--- src/common/sbca_defs.svh ---
// Purpose: Register map, field positions and thresholds of the bus access block
// Assumes: Byte addresses on a 32-bit classic Wishbone slave
// Notes: Included by the design files and by the testbench
`ifndef SBCA_DEFS_SVH
`define SBCA_DEFS_SVH
`define SBCA_ADR_CTRL 8'h00
`define SBCA_ADR_STATUS 8'h04
`define SBCA_ADR_IRQ_STAT 8'h08
`define SBCA_ADR_IRQ_CLR 8'h0c
`define SBCA_ADR_IRQ_EN 8'h10
`define SBCA_CTRL_CODE_LSB 0
`define SBCA_CTRL_OD_BIT 3
`define SBCA_CTRL_RTS_BIT 4
`define SBCA_CTRL_RST 5'h00
`define SBCA_IRQ_RST 4'h0
`define SBCA_EV_COLLIDE 0
`define SBCA_EV_REPEAT 1
`define SBCA_EV_SENT 2
`define SBCA_EV_RESTART 3
`define SBCA_CODE_MODE1 3'h1
`define SBCA_CODE_MODE2 3'h3
`define SBCA_IDLE_ONES 8
`define SBCA_LOWPRIO_ONES 10
`endif

--- src/common/sbca_pkg.sv ---
// Purpose: Shared types of the bus access block
// Assumes: Constants live in sbca_defs.svh
// Notes: None
package sbca_pkg;
    typedef enum logic [0:0] {
        SBCA_ST_MON = 1'b0,
        SBCA_ST_SEND = 1'b1
    } sbca_state_t;
    typedef logic [2:0] sbca_code_t;
    typedef logic [3:0] sbca_ev_t;
endpackage : sbca_pkg

--- src/common/sbca_reg_if.sv ---
// Purpose: Control, status and events between core and register file
// Assumes: Single clock domain
// Notes: Events are one-cycle pulses
`timescale 1ns/100ps
interface sbca_reg_if;
    import sbca_pkg::*;
    sbca_code_t bus_coding_select;
    logic od_en;
    logic rts_en;
    logic [7:0] status;
    sbca_ev_t events;
    modport regs (
        output bus_coding_select,
        output od_en,
        output rts_en,
        input status,
        input events
    );
    modport core (
        input bus_coding_select,
        input od_en,
        input rts_en,
        output status,
        output events
    );
endinterface : sbca_reg_if

--- src/sbca_bus_access.sv ---
// Purpose: Idle detection, collision abort and priority classes on a wired-OR bus
// Assumes: Transmit clock and feedback arrive as pins, far slower than clk_i
// Notes: Frame bits come one at a time from the transmit FIFO side
//
// The register offsets and the Wishbone interface to the registers are this design's own decisions.
`timescale 1ns/100ps
`include "sbca_defs.svh"
module sbca_bus_access #(
    parameter int CNT_W = 4
) (
    input wire logic clk_i,
    input wire logic rst_i,
    input wire logic wb_cyc_i,
    input wire logic wb_stb_i,
    input wire logic wb_we_i,
    input wire logic [7:0] wb_adr_i,
    input wire logic [3:0] wb_sel_i,
    input wire logic [31:0] wb_dat_i,
    output logic [31:0] wb_dat_o,
    output logic wb_ack_o,
    output logic irq_o,
    input wire logic tx_clk_i,
    input wire logic collision_feedback_in_i,
    input wire logic tx_valid_i,
    input wire logic tx_bit_i,
    input wire logic tx_last_i,
    input wire logic frame_start_avail_i,
    output logic tx_take_o,
    output logic rewind_o,
    output logic txd_o,
    output logic txd_oe_n_o,
    output logic rts_n_o
);
    import sbca_pkg::*;
    localparam logic [CNT_W-1:0] THR_HI = CNT_W'(`SBCA_IDLE_ONES);
    localparam logic [CNT_W-1:0] THR_LO = CNT_W'(`SBCA_LOWPRIO_ONES);
    initial begin
        if (CNT_W < 4 || CNT_W > 8) begin
            $error("sbca_bus_access: CNT_W must be 4 to 8");
        end
    end

    sbca_reg_if rif ();
    logic [1:0] pin_q;
    logic tclk;
    logic fb;
    logic tclk_d;
    logic [1:0] warm;
    logic rise;
    logic fall;
    logic bus_on;
    logic drv;
    logic chk;
    sbca_state_t state;
    logic [CNT_W-1:0] ones;
    logic low_prio;
    logic [CNT_W-1:0] thr;
    logic idle;
    logic line_bit;
    logic sent_last;
    logic have_bit;
    logic sent_ok;
    logic collide;
    logic frame_end;
    logic start;
    logic all_sent;
    logic ev_rep;
    logic ev_sent;

    sbca_sync #(
        .WIDTH(2)
    ) u_sync (
        .clk_i(clk_i),
        .rst_i(rst_i),
        .d_i({tx_clk_i, collision_feedback_in_i}),
        .q_o(pin_q)
    );

    sbca_regs u_regs (
        .clk_i(clk_i),
        .rst_i(rst_i),
        .wb_cyc_i(wb_cyc_i),
        .wb_stb_i(wb_stb_i),
        .wb_we_i(wb_we_i),
        .wb_adr_i(wb_adr_i),
        .wb_sel_i(wb_sel_i),
        .wb_dat_i(wb_dat_i),
        .wb_dat_o(wb_dat_o),
        .wb_ack_o(wb_ack_o),
        .irq_o(irq_o),
        .rif(rif.regs)
    );

    assign tclk = pin_q[1];
    assign fb = pin_q[0];
    always_ff @(posedge clk_i) begin
        if (rst_i) begin
            tclk_d <= 1'b1;
        end else begin
            tclk_d <= tclk;
        end
    end
    // Synchroniser and delay stage hold reset ones; ignore edges until both carry the pin
    always_ff @(posedge clk_i) begin
        if (rst_i) begin
            warm <= 2'h0;
        end else if (warm != 2'h3) begin
            warm <= warm + 2'h1;
        end
    end
    assign rise = tclk & ~tclk_d & (warm == 2'h3);
    assign fall = ~tclk & tclk_d & (warm == 2'h3);

    // Edge choice per timing mode; a non-bus code leaves the check off
    assign bus_on = (rif.bus_coding_select == `SBCA_CODE_MODE1)
        || (rif.bus_coding_select == `SBCA_CODE_MODE2);
    assign drv = (rif.bus_coding_select == `SBCA_CODE_MODE2) ? fall : rise;
    assign chk = fall;

    assign thr = low_prio ? THR_LO : THR_HI;
    assign idle = (ones >= thr) || !bus_on;
    // Mode 2 checks the old bit before the same edge drives the next one
    assign collide = (state == SBCA_ST_SEND) && chk && bus_on && have_bit
        && (fb != line_bit);
    assign frame_end = (state == SBCA_ST_SEND) && drv && !collide && sent_last
        && have_bit;
    assign start = (state == SBCA_ST_MON) && drv && tx_valid_i && idle;

    // Any zero restarts the count, so a frame in flight keeps the bus busy
    always_ff @(posedge clk_i) begin
        if (rst_i) begin
            ones <= '0;
        end else if (chk && !fb) begin
            ones <= '0;
        end else if (chk && ones < THR_LO) begin
            ones <= ones + 1'b1;
        end
    end

    always_ff @(posedge clk_i) begin
        if (rst_i) begin
            low_prio <= 1'b0;
        end else if (frame_end && bus_on) begin
            low_prio <= 1'b1;
        end else if (ones == THR_LO) begin
            low_prio <= 1'b0;
        end
    end

    always_ff @(posedge clk_i) begin
        if (rst_i) begin
            state <= SBCA_ST_MON;
            line_bit <= 1'b1;
            sent_last <= 1'b0;
            have_bit <= 1'b0;
        end else if (collide) begin
            state <= SBCA_ST_MON;
            line_bit <= 1'b1;
            have_bit <= 1'b0;
        end else if (frame_end) begin
            state <= SBCA_ST_MON;
            line_bit <= 1'b1;
            have_bit <= 1'b0;
        end else if (start) begin
            state <= SBCA_ST_SEND;
            line_bit <= tx_bit_i;
            sent_last <= tx_last_i;
            have_bit <= 1'b1;
        end else if (state == SBCA_ST_SEND && drv) begin
            // An empty source between bits leaves the line at one
            line_bit <= tx_valid_i ? tx_bit_i : 1'b1;
            sent_last <= tx_valid_i & tx_last_i;
            have_bit <= tx_valid_i;
        end
    end

    always_ff @(posedge clk_i) begin
        if (rst_i) begin
            tx_take_o <= 1'b0;
        end else begin
            tx_take_o <= (start || (state == SBCA_ST_SEND && drv && !collide
                && !frame_end)) && tx_valid_i;
        end
    end

    // Restart only if the frame head is still queued, else ask software
    always_ff @(posedge clk_i) begin
        if (rst_i) begin
            rewind_o <= 1'b0;
            ev_rep <= 1'b0;
        end else begin
            rewind_o <= collide && frame_start_avail_i;
            ev_rep <= collide && !frame_start_avail_i;
        end
    end

    always_ff @(posedge clk_i) begin
        if (rst_i) begin
            all_sent <= 1'b1;
            ev_sent <= 1'b0;
        end else begin
            ev_sent <= frame_end;
            if (frame_end) begin
                all_sent <= 1'b1;
            end else if (start) begin
                all_sent <= 1'b0;
            end
        end
    end

    always_ff @(posedge clk_i) begin
        if (rst_i) begin
            sent_ok <= 1'b0;
        end else if (collide) begin
            sent_ok <= 1'b0;
        end else if (chk && state == SBCA_ST_SEND) begin
            sent_ok <= have_bit;
        end else if (drv) begin
            sent_ok <= 1'b0;
        end
    end

    // Lags data by one bit in mode 1 and two bits in mode 2: the bit only counts once it survived its check
    always_ff @(posedge clk_i) begin
        if (rst_i) begin
            rts_n_o <= 1'b1;
        end else if (drv) begin
            rts_n_o <= ~(rif.rts_en & sent_ok);
        end
    end

    // Open-drain pulls low for a zero and floats for a one
    always_ff @(posedge clk_i) begin
        if (rst_i) begin
            txd_o <= 1'b1;
            txd_oe_n_o <= 1'b0;
        end else if (rif.od_en) begin
            txd_o <= 1'b0;
            txd_oe_n_o <= line_bit;
        end else begin
            txd_o <= line_bit;
            txd_oe_n_o <= 1'b0;
        end
    end

    assign rif.status = {ones[3:0], all_sent, idle, low_prio, state == SBCA_ST_SEND};
    assign rif.events[`SBCA_EV_COLLIDE] = collide;
    assign rif.events[`SBCA_EV_REPEAT] = ev_rep;
    assign rif.events[`SBCA_EV_SENT] = ev_sent;
    assign rif.events[`SBCA_EV_RESTART] = rewind_o;
endmodule : sbca_bus_access

--- src/sbca_sync.sv ---
// Purpose: Two-flop synchronisers for pin inputs
// Assumes: Inputs are asynchronous to clk_i
// Notes: Only the second stage is visible outside
`timescale 1ns/100ps
module sbca_sync #(
    parameter int WIDTH = 2
) (
    input wire logic clk_i,
    input wire logic rst_i,
    input wire logic [WIDTH-1:0] d_i,
    output logic [WIDTH-1:0] q_o
);
    logic [WIDTH-1:0] meta;
    initial begin
        if (WIDTH < 1) begin
            $error("sbca_sync: WIDTH must be at least 1");
        end
    end
    genvar g;
    generate
        for (g = 0; g < WIDTH; g++) begin : g_bit
            always_ff @(posedge clk_i) begin
                if (rst_i) begin
                    meta[g] <= 1'b1;
                    q_o[g] <= 1'b1;
                end else begin
                    meta[g] <= d_i[g];
                    q_o[g] <= meta[g];
                end
            end
        end
    endgenerate
endmodule : sbca_sync

--- src/sbca_regs.sv ---
// Purpose: Classic Wishbone register file with sticky interrupt status
// Assumes: 32-bit data, byte addresses, one word per register
// Notes: Unmapped reads return zero and are still acknowledged
`timescale 1ns/100ps
`include "sbca_defs.svh"
module sbca_regs (
    input wire logic clk_i,
    input wire logic rst_i,
    input wire logic wb_cyc_i,
    input wire logic wb_stb_i,
    input wire logic wb_we_i,
    input wire logic [7:0] wb_adr_i,
    input wire logic [3:0] wb_sel_i,
    input wire logic [31:0] wb_dat_i,
    output logic [31:0] wb_dat_o,
    output logic wb_ack_o,
    output logic irq_o,
    sbca_reg_if.regs rif
);
    import sbca_pkg::*;
    logic [4:0] ctrl;
    sbca_ev_t irq_stat;
    sbca_ev_t irq_en;
    logic acc;
    logic wr;
    assign acc = wb_cyc_i & wb_stb_i & ~wb_ack_o;
    assign wr = acc & wb_we_i & wb_sel_i[0];
    assign rif.bus_coding_select = ctrl[`SBCA_CTRL_CODE_LSB +: 3];
    assign rif.od_en = ctrl[`SBCA_CTRL_OD_BIT];
    assign rif.rts_en = ctrl[`SBCA_CTRL_RTS_BIT];
    always_ff @(posedge clk_i) begin
        if (rst_i) begin
            wb_ack_o <= 1'b0;
        end else begin
            wb_ack_o <= acc;
        end
    end
    always_ff @(posedge clk_i) begin
        if (rst_i) begin
            ctrl <= `SBCA_CTRL_RST;
            irq_en <= `SBCA_IRQ_RST;
        end else if (wr && wb_adr_i == `SBCA_ADR_CTRL) begin
            ctrl <= wb_dat_i[4:0];
        end else if (wr && wb_adr_i == `SBCA_ADR_IRQ_EN) begin
            irq_en <= wb_dat_i[3:0];
        end
    end
    // A new event wins over a clear in the same cycle
    always_ff @(posedge clk_i) begin
        if (rst_i) begin
            irq_stat <= `SBCA_IRQ_RST;
        end else if (wr && wb_adr_i == `SBCA_ADR_IRQ_CLR) begin
            irq_stat <= (irq_stat & ~wb_dat_i[3:0]) | rif.events;
        end else begin
            irq_stat <= irq_stat | rif.events;
        end
    end
    always_ff @(posedge clk_i) begin
        if (rst_i) begin
            irq_o <= 1'b0;
        end else begin
            irq_o <= |(irq_stat & irq_en);
        end
    end
    always_ff @(posedge clk_i) begin
        if (rst_i) begin
            wb_dat_o <= 32'h0;
        end else if (acc && !wb_we_i) begin
            if (wb_adr_i == `SBCA_ADR_CTRL) begin
                wb_dat_o <= {27'h0, ctrl};
            end else if (wb_adr_i == `SBCA_ADR_STATUS) begin
                wb_dat_o <= {24'h0, rif.status};
            end else if (wb_adr_i == `SBCA_ADR_IRQ_STAT) begin
                wb_dat_o <= {28'h0, irq_stat};
            end else if (wb_adr_i == `SBCA_ADR_IRQ_EN) begin
                wb_dat_o <= {28'h0, irq_en};
            end else begin
                wb_dat_o <= 32'h0;
            end
        end
    end
endmodule : sbca_regs

--- config.mk ---
export PLATFORM = sky130hd
export DESIGN_NAME = sbca_bus_access
export DESIGN_NICKNAME = d
export VERILOG_FILES = /design/src/common/sbca_pkg.sv /design/src/common/sbca_reg_if.sv /design/src/sbca_bus_access.sv /design/src/sbca_sync.sv /design/src/sbca_regs.sv
export VERILOG_INCLUDE_DIRS = /design/src /design/src/common
export SDC_FILE = /design/constraint.sdc
export NUM_CORES = 1
export LEC_CHECK = 0
export BUFFER_PORTS_ARGS = -buffer_cell sky130_fd_sc_hd__buf_2
export CORE_ASPECT_RATIO = 0.5
export CORE_MARGIN = 4
export CORE_UTILIZATION = 48
export DETAILED_ROUTE_END_ITERATION = 8
export GPL_ROUTABILITY_DRIVEN = 1
export PLACE_DENSITY = 0.8
export SYNTH_ARGS = -nofsm -noshare
export SYNTH_HDL_FRONTEND = slang
export SYNTH_SLANG_ARGS = --single-unit
--- constraint.sdc ---
create_clock -name clk_i -period 2.2 [get_ports clk_i]
set_input_delay 0.11 -clock clk_i [delete_from_list [all_inputs] [get_ports clk_i]]
set_output_delay 0.11 -clock clk_i [all_outputs]
set_load 0.02 [all_outputs]
==> results_dict.tcl <==
set metrics [dict create \
    status "finished clean" \
    gp_congestion 0.886 \
    port_buffers 39 \
    fin_worst_skew_ns 0.00762 \
    viasPerCell 5.20 \
    path_clk_slew_ns 0.08 \
    cp.arrival_ns 2.30 \
    ys_types 48 \
    rows 17 \
    synth-main-ff-cell "dfxtp_1" \
    drtIter0Drc 91 \
    hpwl_mm 3.81 \
    die_y_um 56.9 \
    synthCells 261 \
    clock_latency_ns 0.29 \
    start_util_pct 51.0 \
    min_period_ns 2.08 \
    clock.fmax_ghz 0.481 \
    syn_to_final_growth_pct 10.4 \
    worst_pin_slew_ns 0.720 \
    drtAntennaViolNets 0 \
    startpoint "warm[0]" \
    core_area_um2 4510 \
    grt_pass1_vias 1756 \
    cts_buffers 5 \
    synth_edf_count 0 \
    avgSynthCellArea_um2 8.81 \
    finalCritPeriodShare_pct 94.5 \
    leakage_nw 1.06 \
    final_core_utilization_pct 56.3 \
    cts_tree "built" \
    clock_path_buffers 2 \
    drv_slew 0 \
    grt_pass1_wl_mm 8.02 \
    ys_warn_count 0 \
    ys_seq_area_share_pct 41.8 \
    slew_headroom_pct 52.0 \
    synth_area_um2 2300 \
    nNetsFinal 360 \
    r2r-start "warm[0]" \
    gr-total-overflow 0 \
    post_cts_buffers 0 \
    critical_path_required_ns 2.42 \
    worstSetupPathType "register to register" \
    rsz0062_at_grt "false" \
    cp_max_fo 6 \
    drive_gt1_share_pct 20.5 \
    die_area_um2 6030 \
    synthArstFlopShare_pct 0 \
    wl_per_cell_um 13.6 \
    htree_num_levels 2 \
    clockRootBuffer "clkbuf_8" \
    antenna_found_initial 0 \
    peakVddDrop_mv 0.283 \
    drv_cap 0 \
    powerDensity_nw_per_um2 601 \
    synth_seq_cells 48 \
    drt_pass1_iterations 5 \
    start_kind "register" \
    grt_max_degree 44 \
    num_vias 1913 \
    antenna-diode-count 0 \
    end_kind "register" \
    remaining_drc_errors 0 \
    hold_start "tx_bit_i" \
    ioPinCount 94 \
    setup_viol 0 \
    wl_mm 5.01 \
    dieWidth_um 106 \
    finalSetupTns_ns 0 \
    clock_sinks 48 \
    grt.total_usage_pct 16.2 \
    hold_viol 0 \
    hp-class "input port to register" \
]
==> flip-flops by register name, indices dropped and copies added (netlist names), 2 cells and up <==
| signal | count |
|---|---|
| u_regs.irq_stat | 4 |
| warm | 2 |
| u_regs.irq_en | 4 |
| ones | 4 |
| u_regs.ctrl | 5 |
| u_sync.meta | 2 |
| u_regs.wb_dat_o | 8 |
| u_sync.q_o | 2 |
==> synth_stat cells, drive strengths merged, types with 2 or more instances <==
cell type   n  area share [%]
dfxtp      48              42
nor2       35             5.7
buf        30              10
a21oi      14             3.0
nand2      12             2.0
mux2i      11             4.8
o21ai      10             2.2
inv         9             1.5
or2         8             2.2
nand3       7             1.5
a22oi       5             1.6
nand3b      5             1.6
nand4       5             1.4
nor2b       5             1.4
nor3        5             1.6
o22ai       5             1.4
clkbuf      4            0.71
nand2b      4             1.1
ha          3             1.6
o31ai       3            0.98
a211o       2            0.76
a211oi      2            0.65
a21boi      2            0.65
a2bb2oi     2            0.76
and3b       2            0.76
nor3b       2            0.65
o211ai      2            0.65
o21bai      2            0.65
or4         2            0.82
xor2        2            0.76
==> through the flow <==
step,std cells,cell area (um2),setup slack (ns),hold WS (ns),power (W)
floorplan,284,2390,0.265,0.187,0.00105
global placement,358,2430,0.218,0.282,0.00105
detailed placement,358,2430,0.150,0.297,0.00106
CTS,368,2540,0.117,0.0354,0.00154
global route,368,2540,0.00174,0.0647,0.00159
finish,368,2540,0.122,0.0490,0.00153
==> logic make-up after synthesis <==
family	Yosys count	synth area share (%)
AO/OA/AOI/OAI	55	15.6
other	1	0.163
AND/OR/NAND/NOR	96	21.9
flip-flops	48	41.8
multiplexers	12	5.28
XOR/XNOR	3	1.14
buffers and inverters	43	12.5
adder cells (fa/ha/maj)	3	1.63
==> power by group <==
group | switching (W) | internal (W) | total, W
combinational | 0.000101 | 0.0000501 | 0.000151
clock | 0.000267 | 0.000216 | 0.000484
sequential | 0.00000941 | 0.000883 | 0.000892
total | 0.000377 | 0.00115 | 0.00153
==> cells in the final DEF (no fill, tap or decap), types with 2 or more instances in the layout <==
cell type       n
dfxtp_1        48
buf_2          39
nor2_1         35
conb_1         24
a21oi_1        14
nand2_1        12
mux2i_1        11
o21ai_0        10
inv_1           9
or2_2           8
nand3_1         7
nand3b_1        5
nand4_1         5
a22oi_1         5
nor2b_1         5
o22ai_1         5
clkbuf_8        5
nand2b_1        4
nor3_1          4
o31ai_1         3
ha_1            3
dlygate4sd3_1   3
buf_4           3
nor3b_1         2
and3b_1         2
o21bai_1        2
xor2_1          2
a21boi_0        2
a211oi_1        2
a211o_1         2
a2bb2oi_1       2
o211ai_1        2
==> worst max-delay path, stage by stage (launching register included) <==
cell and delay (ns):
dfxtp_1 0.36, ha_1 0.26, nand3b_1 0.22, mux2i_1 0.24
or4b_2 0.68, a2bb2oi_1 0.16, nor2_1 0.08
==> path summary, 6_finish.rpt <==
kind / end / slack, ns / depth (start not counted)
min reg2reg: u_sync.q_o[0] / 0.41 / 1
max reg2reg: low_prio / 0.12 / 6
max: low_prio / 0.12 / 6
min: line_bit / 0.05 / 3
==> area by class of cell <==
class / count / area, um2
Inverter: 9 / 33.8
Tap cell: 66 / 82.6
Timing Repair Buffer: 45 / 248
Clock inverter: 1 / 5.00
Clock buffer: 6 / 72.6
Fill cell: 417 / 1970
Sequential cell: 48 / 961
Multi-Input combinational cell: 193 / 1140
==> per-layer routing <==
layer	GRT usage, %	part of all wire (%)
met1	19.7	43
met2	29.2	49
met3	3.39	6.6
met4	4.80	0.58
met5	0	0
==> repair_timing <==
| action | in CTS | in global routing |
|---|---|---|
| gates resized for setup | 0 | 0 |
| hold buffers | 3 | 0 |
| endpoints found under the hold margin | 3 | 0 |
| setup endpoints to repair | 0 | 0 |
Power figures use the tool's default switching activity.
